$ cat src/rtl/fta_pkg.sv
/*
 Shared constants and types for the flag/test/compare/shift datapath slice.
 Assumes an 8-bit core datapath clocked at 50 MHz with one operation per
 cycle presented by the instruction decoder.
*/
package fta_pkg;

   // Datapath width
   localparam int DATA_W = 8;

   // Values after reset, and the all-zero byte for flag compares
   localparam logic FLAG_RST = 1'b0;
   localparam logic [7:0] WB_DATA_RST = 8'h00;
   localparam logic [7:0] ZERO_BYTE = 8'h00;

   // Field positions inside the operation code
   localparam int OP_SHIFT_BIT = 3;
   localparam int OP_RIGHT_BIT = 2;

   // Fill selection for the vacated shift bit
   typedef enum logic [1:0] {
      FILL_ZERO = 2'h0,
      FILL_ONE = 2'h1,
      FILL_KEEP = 2'h2,
      FILL_CARRY = 2'h3
   } fta_fill_t;

   // Operation codes; codes 4..7 are unused and ignored
   typedef enum logic [3:0] {
      OP_MASK_CHECK = 4'h0,
      OP_CHAINED_MASK_CHECK = 4'h1,
      OP_SUBTRACT_CHECK = 4'h2,
      OP_CHAINED_SUBTRACT_CHECK = 4'h3,
      OP_LEFT_SHIFT_FILL_ZERO = 4'h8,
      OP_LEFT_SHIFT_FILL_ONE = 4'h9,
      OP_LEFT_SHIFT_KEEP_LOW = 4'ha,
      OP_LEFT_SHIFT_VIA_CARRY = 4'hb,
      OP_RIGHT_SHIFT_FILL_ZERO = 4'hc,
      OP_RIGHT_SHIFT_FILL_ONE = 4'hd,
      OP_RIGHT_SHIFT_KEEP_SIGN = 4'he,
      OP_RIGHT_SHIFT_VIA_CARRY = 4'hf
   } fta_op_t;

endpackage

$ cat src/rtl/fta_shifter.sv
/*
 Single-bit left/right shifter with selectable fill bit.
 Purely combinational; the caller registers result and carry.
*/
`timescale 1ns/10ps
module fta_shifter
   import fta_pkg::*;
(
   // Operand and control
   input wire logic [7:0] value,
   input wire logic right,
   input wire logic [1:0] fill_sel,
   input wire logic carry_in,
   // Results
   output logic [7:0] result,
   output logic carry_out
);

   logic fill_bit;
   logic keep_bit;

   // Old LSB for left shifts, old MSB for right shifts
   assign keep_bit = right ? value[7] : value[0];

   // Injected bit by variant
   always_comb begin
      unique case (fta_fill_t'(fill_sel))
         FILL_ZERO: fill_bit = 1'b0;
         FILL_ONE: fill_bit = 1'b1;
         FILL_KEEP: fill_bit = keep_bit;
         FILL_CARRY: fill_bit = carry_in;
      endcase
   end

   // Move one place and report the bit that leaves
   assign result = right ? {fill_bit, value[7:1]} : {value[6:0], fill_bit};
   assign carry_out = right ? value[0] : value[7];

endmodule

$ cat src/rtl/fta_alu.sv
/*
 Flag-producing datapath slice: masked test with parity, compare by
 subtraction, their chained multi-byte forms, and single-bit shifts.
 Holds the zero and carry flags of the core and returns shifted values
 for write-back. Assumes the decoder presents one operation per cycle
 with OP_VALID high and the register file accepts WB_DATA on WB_VALID.
*/
// How it works
// - Mask check ANDs both operands, updates flags only, register kept.
// - Second operand is the immediate byte or the second register.
// - Mask check sets null flag when the AND value is all zero.
// - Mask check borrow flag is XOR reduction of the AND value.
// - Chained mask null flag needs zero AND value and null flag set before.
// - Chained mask borrow flag is AND parity XOR previous borrow flag.
// - Subtract check forms first minus second, keeps only the two flags.
// - Subtract check null flag marks an all-zero difference, operands equal.
// - Subtract check borrow flag marks first below second, unsigned.
// - Chained subtract null flag needs zero difference and prior null flag.
// - Chained subtract borrow flag marks a negative difference with borrow.
// - Left shifts move toward MSB, old MSB goes to borrow flag.
// - Right shifts move toward LSB, old LSB goes to borrow flag.
// - After any shift null flag marks an all-zero written value.
// - Sign-keeping right shift refills MSB with its old value.
// - Via-carry shifts inject the incoming borrow flag.
`timescale 1ns/10ps
module fta_alu
   import fta_pkg::*;
(
   // Clock and reset
   input wire logic CLK,
   input wire logic RST_B,
   // Operation from the decoder
   input wire logic OP_VALID,
   input wire logic [3:0] OP_CODE,
   input wire logic USE_SECOND_REG,
   // Operands
   input wire logic [7:0] FIRST_OPERAND_REG,
   input wire logic [7:0] SECOND_OPERAND_REG,
   input wire logic [7:0] IMMEDIATE_BYTE,
   // Flags
   output logic RESULT_NULL_FLAG,
   output logic BORROW_OUT_FLAG,
   // Register write-back
   output logic WB_VALID,
   output logic [7:0] WB_DATA
);

   logic null_q;
   logic null_d;
   logic borrow_q;
   logic borrow_d;
   logic wb_valid_q;
   logic wb_valid_d;
   logic [7:0] wb_data_q;
   logic [7:0] wb_data_d;

   wire [7:0] operand_b;
   wire [7:0] and_val;
   wire [8:0] parity_chain;
   wire and_parity;
   wire [8:0] sub_plain;
   wire [8:0] sub_chained;
   wire [7:0] shift_val;
   wire shift_carry;
   wire is_shift;
   wire is_mask;
   wire is_cmask;
   wire is_sub;
   wire is_csub;
   wire op_known;

   // Operand selection
   assign operand_b = USE_SECOND_REG ? SECOND_OPERAND_REG : IMMEDIATE_BYTE;

   // Temporary AND value, never written back
   assign and_val = FIRST_OPERAND_REG & operand_b;

   // Parity ripple across the AND value
   assign parity_chain[0] = 1'b0;
   generate
      for (genvar i = 0; i < DATA_W; i++) begin : g_par
         assign parity_chain[i+1] = parity_chain[i] ^ and_val[i];
      end
   endgenerate
   assign and_parity = parity_chain[DATA_W];

   // Differences with a ninth bit as borrow
   assign sub_plain = {1'b0, FIRST_OPERAND_REG} - {1'b0, operand_b};
   assign sub_chained = {1'b0, FIRST_OPERAND_REG} - {1'b0, operand_b}
                        - {8'h00, borrow_q};

   // Operation decode
   assign is_shift = OP_CODE[OP_SHIFT_BIT];
   assign is_mask = OP_CODE == OP_MASK_CHECK;
   assign is_cmask = OP_CODE == OP_CHAINED_MASK_CHECK;
   assign is_sub = OP_CODE == OP_SUBTRACT_CHECK;
   assign is_csub = OP_CODE == OP_CHAINED_SUBTRACT_CHECK;
   assign op_known = is_shift | is_mask | is_cmask | is_sub | is_csub;

   // Shift unit
   fta_shifter u_shift (
      .value(FIRST_OPERAND_REG),
      .right(OP_CODE[OP_RIGHT_BIT]),
      .fill_sel(OP_CODE[1:0]),
      .carry_in(borrow_q),
      .result(shift_val),
      .carry_out(shift_carry)
   );

   // Next flag and write-back values
   always_comb begin
      null_d = null_q;
      borrow_d = borrow_q;
      wb_valid_d = 1'b0;
      wb_data_d = wb_data_q;
      if (OP_VALID) begin
         unique case (OP_CODE)
            OP_MASK_CHECK: begin
               null_d = and_val == ZERO_BYTE;
               borrow_d = and_parity;
            end
            OP_CHAINED_MASK_CHECK: begin
               null_d = (and_val == ZERO_BYTE) & null_q;
               borrow_d = and_parity ^ borrow_q;
            end
            OP_SUBTRACT_CHECK: begin
               null_d = sub_plain[7:0] == ZERO_BYTE;
               borrow_d = sub_plain[8];
            end
            OP_CHAINED_SUBTRACT_CHECK: begin
               null_d = (sub_chained[7:0] == ZERO_BYTE) & null_q;
               borrow_d = sub_chained[8];
            end
            OP_LEFT_SHIFT_FILL_ZERO, OP_LEFT_SHIFT_FILL_ONE,
            OP_LEFT_SHIFT_KEEP_LOW, OP_LEFT_SHIFT_VIA_CARRY,
            OP_RIGHT_SHIFT_FILL_ZERO, OP_RIGHT_SHIFT_FILL_ONE,
            OP_RIGHT_SHIFT_KEEP_SIGN, OP_RIGHT_SHIFT_VIA_CARRY: begin
               null_d = shift_val == ZERO_BYTE;
               borrow_d = shift_carry;
               wb_valid_d = 1'b1;
               wb_data_d = shift_val;
            end
            default: begin
               null_d = null_q;
               borrow_d = borrow_q;
            end
         endcase
      end
   end

   // Flag and write-back registers
   always_ff @(posedge CLK or negedge RST_B) begin
      if (!RST_B) begin
         null_q <= FLAG_RST;
         borrow_q <= FLAG_RST;
         wb_valid_q <= 1'b0;
         wb_data_q <= WB_DATA_RST;
      end else begin
         null_q <= null_d;
         borrow_q <= borrow_d;
         wb_valid_q <= wb_valid_d;
         wb_data_q <= wb_data_d;
      end
   end

   // Outputs straight from flops
   assign RESULT_NULL_FLAG = null_q;
   assign BORROW_OUT_FLAG = borrow_q;
   assign WB_VALID = wb_valid_q;
   assign WB_DATA = wb_data_q;

   wire [7:0] b_sel = USE_SECOND_REG ? SECOND_OPERAND_REG : IMMEDIATE_BYTE;
   wire [7:0] chk_and = FIRST_OPERAND_REG & b_sel;
   wire [7:0] chk_cdiff = FIRST_OPERAND_REG - b_sel - {7'h00, BORROW_OUT_FLAG};
endmodule

$ cat config.mk
export PLATFORM = sky130hd
export DESIGN_NAME = fta_alu
export DESIGN_NICKNAME = d
export VERILOG_FILES = /design/src/rtl/fta_pkg.sv /design/src/rtl/fta_shifter.sv /design/src/rtl/fta_alu.sv
export SDC_FILE = /design/constraint.sdc
export NUM_CORES = 1
export LEC_CHECK = 0
export ABC_AREA = 1
export BUFFER_PORTS_ARGS = -buffer_cell sky130_fd_sc_hd__buf_2
export CORE_MARGIN = 2
export CORE_UTILIZATION = 30
export CTS_CLUSTER_DIAMETER = 60
export DETAILED_ROUTE_END_ITERATION = 16
export PLACE_DENSITY = 0.52
export SYNTH_ARGS = -nofsm -noshare
export SYNTH_HDL_FRONTEND = slang
export SYNTH_SLANG_ARGS = --single-unit
$ cat constraint.sdc
create_clock -name CLK -period 3.94 [get_ports CLK]
set_input_delay 0 -clock CLK [delete_from_list [all_inputs] [get_ports CLK]]
set_output_delay 0 -clock CLK [all_outputs]
set_load 0.01 [all_outputs]
---- Word level (Yosys, flattened, before mapping) ----
Cells that the tools add are included.
word-level totals
  register bits ........................... 11
cells by class
  reductions and logical operators ........ 10
  add/sub/neg operators ................... 2
  equal/unequal tests ..................... 14
  mux-type cells .......................... 9
  bitwise operators ....................... 11
operators with widths
  kind                number
  $eq 4x4->1 const B  8
  $logic_not 8->1     4
  $mux 8              2
  $pmux 1 s5          2
  $sub 8x8->9         1
  $sub 9x1->9         1
  $and 8x8->8         1
  $eq 4x2->1 const B  2
  $reduce_or 8->1     1
  $xor 1x1->1         8
  $reduce_bool 5->1   1
  $eq 2x2->1 const B  2
  $eq 4x1->1 const B  1
  $logic_not 4->1     1
  $mux 1              4
  $pmux 1 s4          1
  $reduce_and 2->1    2
  $and 1x1->1         2
  $eq 2x1->1 const B  1
  $logic_not 2->1     1

---- Longest topological paths before layout ----
Gate-level depths: netlist of run 1.
  word-level depth ........................ 11
  mapped depth ............................ 19

---- By module ----
Synthesis of run 1 repeated with hierarchy kept, for this count alone.
second synthesis, totals
  cell total of the unflattened synthesis .. 291
  area total of the unflattened synthesis .. 1725.4 µm²
by module, submodules not included
  module       sequential area each (µm²)  area an instance (µm²)  instances  cells an instance
  fta_alu      275.3                       1570.3                  1          257
  fta_shifter  0.0                         155.1                   1          34

---- Least setup slack after synthesis of run 1 ----
OpenSTA, ideal clock, no wires.
  path type ............................... in2reg
  start point ............................. in USE_SECOND_REG
  end point ............................... reg borrow_q (netlist: BORROW_OUT_FLAG)
  setup slack ............................. 2.055 ns
  stages .................................. 16
  data arrival time ....................... 1.769 ns
  data required time ...................... 3.824 ns
  path buffers ............................ 1
  path through ............................ clkbuf_1 -> nand2_1 -> o21ai_0 -> inv_1 -> fa_1 -> nand2_1 -> inv_1 -> nand3_1 -> inv_1 -> nand3_1 -> nor2_2 -> nand4_1 -> nand3_1 -> nand2_1 -> nand2_1 -> nand2_1
between the ends
  word-level cells in the longest chain between the ends .. 11
  elaborated cells on any way between the ends .. 13
  those cells by class .................... 2 x add/sub; 2 x mux; 9 x bitwise
RTL lines
  what                                                                 RTL line        source
  start, declared                                                      fta_alu.sv:35   input wire logic USE_SECOND_REG,
  $mux 8 (*)                                                           -
  parallel branches: the longest is 9 deep, another holds $sub 8x8->9  -
  $pmux 1 s5 (*)                                                       fta_alu.sv:117  unique case (OP_CODE)
  end signal, assigned                                                 fta_alu.sv:160  borrow_q <= borrow_d;
  end, declared                                                        fta_alu.sv:50   logic borrow_q;
Mark *: on every way between the ends.
A chain may end at the register's enable or synchronous reset.

---- Final worst setup path of run 1 ----
Same ends and word-level chain as after synthesis.

==> metrics.txt, run 1 <==
fin util 0.3810; CP required approximately 4.1 ns; worst hold slack around 0.15 ns; worst-skew pair later-pin latency between 0.2 and 0.25 ns; IO Pins 43; 1st-iter DRT viols a little under 50; RSZ-0062 raised after global routing false; number of fill cells 584; Die ar. between 6000 and 7000 um2; crit path kind in2reg; H-tree Lvls 1; Reg clk slew, reported paths 0.05 ns; synth unique cells 23; WL/cell ~11 um; Peak VDD IR about 0.00011 V; CTS tree built; Avg Cell Area, Syn between 5 and 6 um2; worst-path fanout max 15; I/O Buffers 42; status finished, final reports clean; post-CTS setup buffer count 0; pre-CTS WS roughly 1.6 ns; Reg power frac 0.283; ANT cells 0; core area 5172 um2; routed wl met2 1931 um; Post-Place Cell Area around 1900 um2; pwr dens around 250 nW/um2; Worst-Margin Slew around 0.43 ns; sw frac 0.4072; Seq/Total Area, Yosys 0.1682; clk sink count 11; Core Rows 26; maxcap violations 0; synth warn 0; Area growth syn-to-layout 20.41%; Max Used Layer met4; Hold WC Path Type in2async; DP HPWL about 3700 um; Final Wtd Congestion 0.7831; final worst slack ~1.8 ns; post-synthesis cell area between 1500 and 2000 um2; Nets 383; Final Cell Area between 1500 and 2000 um2; Max Slew Vio Count 0; dominant cells by area after synthesis nand2_1, dfrtp_1, ha_1; post-synth top area share 0.2317; chip width 77.86 um; initial antenna violation count 0; synthesized flop and latch total 11; pin count of the biggest net entering global routing 16; met1 wire length 2049 um; clock root cell clkbuf_8; Fmax around 480 MHz; WP data arrival 2.22 ns; share of layout cells above drive strength 1 0.1606; Syn Nets 338; routed wl met3 about 160 um; Post-DRT Antenna Nets 0; final setup vio count 0; Post-route DRC 0; Placed Cells around 400; DR vias 1764; cell taking the most area after synthesis nand2_1; vias in the first global route about 1700; setup TNS 0 ns; Clock Skew 0.001366 ns; GRT Util Overall 0.1520; Mapped Cells approximately 290; grt ovf 0; Final min period ~2.1 ns; TritonCTS buffer count 3; clock power share 0.222; Die Span Y ~78 um; P_leak 1.228 nW; P_sw between 0.15 and 0.2 mW; clock tree buffer depth 2; first-pass GRT wire length around 7400 um; most common cell after layout, fill and taps aside nand2_1; commonest cells after routing, fill and taps aside nand2_1, inv_1, buf_2, nand3_1, nor2_1; Total Power about 0.5 mW; mean number of vias per cell roughly 4.4; Comb pwr share 0.495; Post-Layout Cell Count 400; CP endpoint kind flip-flop; Worst setup SP type input port; worst rel slew slack 0.7130; Final Hold Viols 0; starting density of the core 0.3164; P_int around 0.29 mW; wirelength, routed 4222 um; Final period util 0.5315; drt pass-1 iters 4
-- layout make-up --
cell class / count / area [um2] / share of cell area
Clock buffer: 4 / 45.04 / 0.02286
Inverter: 56 / 210.2 / 0.1067
Multi-Input combinational cell: 216 / 1132 / 0.5746
Sequential cell: 11 / 275.3 / 0.1397
Tap cell: 70 / 87.58 / 0.04444
Timing Repair Buffer: 43 / 220.2 / 0.1117
-- worst max-delay path: stages --
cell	delay [ns]
buf_2	0.22
mux2_2	0.38
ha_1	0.21
fa_1	0.52
nand2_1	0.08
inv_1	0.06
nand3_1	0.10
inv_1	0.09
nand3_1	0.10
nor2_2	0.10
nand4_1	0.09
nand3_1	0.10
nand2_1	0.05
nand2_1	0.05
nand2_1	0.05
-- routing by layer --
layer | up-vias | track usage
li1 | 975 | -
met1 | 739 | 0.1921
met2 | 43 | 0.2647
met3 | 7 | 0.01395
met4 | 0 | 0.05893
met5 | - | 0
-- Yosys cell counts, drive strengths merged --
library cell / number
nand3: 24
nand4: 4
nor3: 2
nor3b: 1
o21ai: 26
fa: 1
nand3b: 3
inv: 56
or2: 1
o21bai: 1
ha: 19
a21oi: 8
nand2: 101
nor2: 24
dfrtp: 11
clkbuf: 2
mux2: 1
buf: 1
-- final timing paths --
kind / startpoint / endpoint / depth (start not counted) / slack, ns
max: USE_SECOND_REG / BORROW_OUT_FLAG / 15 / 1.85
min: RST_B / WB_DATA[7] / 2 / 0.15
max reg2reg: BORROW_OUT_FLAG / RESULT_NULL_FLAG / 14 / 2.29
min reg2reg: WB_DATA[2] / WB_DATA[2] / 2 / 0.47
max in group asynchronous: RST_B / WB_DATA[0] / 2 / 3.60
min in group CLK: FIRST_OPERAND_REG[2] / WB_DATA[3] / 3 / 0.17
-- sequential cells by signal, indices dropped and copies added, names as in the netlist --
name / count
WB_DATA: 8
RESULT_NULL_FLAG: 1
BORROW_OUT_FLAG: 1
WB_VALID: 1
-- power by group through the flow --
stage               sequential, mW  clock, mW  combinational [mW]
floorplan                    0.147          0               0.160
global placement             0.140          0               0.243
detailed placement           0.140          0               0.243
CTS                          0.139      0.113               0.245
global route                 0.141      0.122               0.283
finish                       0.138      0.109               0.242
-- kinds of logic after synthesis --
| group | Yosys count | synth area share |
|---|---|---|
| compound gates | 35 | 0.1177 |
| buf+inv | 59 | 0.1399 |
| simple gates | 160 | 0.4098 |
| flops | 11 | 0.1682 |
| fa+ha+maj | 20 | 0.1575 |
| mux | 1 | 0.006880 |
-- timing repair --
item / CTS / global route
gates resized for setup: 0 / 0
hold buffers: 1 / 0
hold endpoints to repair: 11 / 0
No activity file was read; power rests on OpenSTA's default activity.
==> run 2: changes to the inputs <==
Clock period 3.94 ns to 2.1 ns, I/O delays scaled along.
==> run 2 against run 1 <==
  * Critical path depth rose by 3
  * Non-clock buffer count increased by 6
  * Wire length grew 1.8%
  * Total power grew 92%
  * First-iteration DRC count decreased by 4.1%
  * Die area is the same
  * Highest routed layer unchanged
==> metrics.txt, run 2 (synthesized netlist as in run 1, its figures left out) <==
Worst-Margin Slew approximately 0.44 ns; Peak VDD IR about 0.00031 V; core area 5172 um2; most common cell after layout, fill and taps aside nand2_1; ANT cells 0; Final Hold Viols 0; Die ar. 6062 um2; starting density of the core 0.3164; Final Cell Area a little over 2000 um2; mean number of vias per cell around 4.4; P_leak approximately 1.3 nW; drt pass-1 iters 4; clock root cell clkbuf_8; CP endpoint kind flip-flop; Area growth syn-to-layout 24.31%; Core Rows 26; WP data arrival roughly 2.1 ns; DP HPWL roughly 3800 um; clk sink count 11; r2r worst-path depth 13; wirelength, routed between 4000 and 5000 um; Hold WC Path Type in2async; CTS tree built; status finished, final reports clean; Die Span Y a little under 80 um; I/O Buffers 42; first-pass GRT wire length about 7800 um; Max Slew Vio Count 0; Post-route DRC 0; worst-skew pair later-pin latency 0.23 ns; number of flip-flops in the largest register 8; worst-path fanout max 3; Worst setup SP type input port; H-tree Lvls 1; crit path kind in2reg; Post-DRT Antenna Nets 0; worst rel slew slack 0.7063; RSZ-0062 raised after global routing false; Nets slightly below 400; Reg clk slew, reported paths ~0.05 ns; initial antenna violation count 0; pwr dens 462.3 nW/um2; worst r2r src BORROW_OUT_FLAG; GRT Util Overall 0.1574; Clock Skew around 0.00014 ns; grt ovf 0; Final period util 0.8946; CP required between 2 and 2.5 ns; share of layout cells above drive strength 1 0.1905; Post-Place Cell Area roughly 2000 um2; CP startpoint USE_SECOND_REG; final setup vio count 0; Total Power 0.9406 mW; 1st-iter DRT viols 47; commonest cells after routing, fill and taps aside nand2_1, inv_1, buf_2, nand3_1; TritonCTS buffer count 3; DR vias ~1800; clock tree buffer depth 2; vias in the first global route between 1500 and 2000; Final min period between 1.5 and 2 ns; r2r endpoint RESULT_NULL_FLAG; reg2reg setup slack roughly 0.46 ns; Final Wtd Congestion ~0.81; Fmax about 530 MHz; WL/cell between 10 and 15 um; IO Pins between 40 and 50; maxcap violations 0; post-CTS setup buffer count 0; chip width between 70 and 80 um; pin count of the biggest net entering global routing 16
## run 2: cell types whose count changed in the layout (fill, tap and decap cells not counted)
cell and change:
ha_2 +1, nand3_1 -1, nor2_2 +1, nand2_1 -2
buf_6 +1, ha_1 -1, nand3_2 +1, buf_4 +5
nor2_1 -1, nand2_2 +2
## run 2: critical path, stage by stage
cell     delay, ns
buf_2         0.12
mux2_2        0.35
ha_2          0.19
fa_1          0.38
inv_1         0.09
buf_4         0.10
nand2_1       0.06
nand3_2       0.08
nand3_1       0.10
nor2_2        0.10
nand2_1       0.06
nor2_1        0.09
nand3_1       0.09
nand2_1       0.06
nand2_1       0.04
nand2_1       0.05
nand2_1       0.05
nand2_1       0.05
## run 2: layout make-up
cell class / count / area [um2]
well taps: 70 / 87.58
flip-flops and latches: 11 / 275.3
fillers: 598 / 3138
repair buffers: 49 / 269.0
inverters: 56 / 210.2
clock buffers: 4 / 45.04
multi-input cells: 216 / 1147
## run 2: stage by stage
step,utilization,hold WS (ns),setup WS (ns),std cells,setup TNS [ns]
after detailed placement,0.3791,-0.1257,-0.09530,401,-0.1549
final,0.3933,0.1617,0.2213,406,0
after global routing,0.3933,0.1912,0.01081,406,0
after CTS,0.3897,0.1632,0.1346,406,0
after global placement,0.3791,-0.1197,-0.08436,401,-0.1118
after floorplan,-,-0.2956,0.2148,286,0
## run 2: timing repair
item / in CTS / in global routing
endpoints found under the hold margin: 11 / 0
setup endpoints to repair: 0 / 2
resized for setup: 0 / 6
hold buffers: 1 / 0
## run 2: worst max-delay path by stage
stage | endpoint | slack, ns | cells past startpoint
after floorplan | BORROW_OUT_FLAG | 0.21 | 16
after global placement | RESULT_NULL_FLAG | -0.08 | 18
after detailed placement | RESULT_NULL_FLAG | -0.1 | 18
after CTS | RESULT_NULL_FLAG | 0.13 | 18
after global routing | BORROW_OUT_FLAG | 0.01 | 16
final | RESULT_NULL_FLAG | 0.22 | 18
## run 2: power by group
part	switching [mW]	internal, mW
Combinational	0.291	0.185
Clock	0.0715	0.133
Sequential	0.0192	0.241
## run 2: per-layer routing
metal / vias to the layer above / routed length, um / track usage
li1: 986 / - / -
met1: 760 / 2074 / 0.2028
met2: 45 / 2020 / 0.2879
met3: 2 / 181 / 0.008140
met4: 0 / 25 / 0.03214
met5: - / 0 / 0
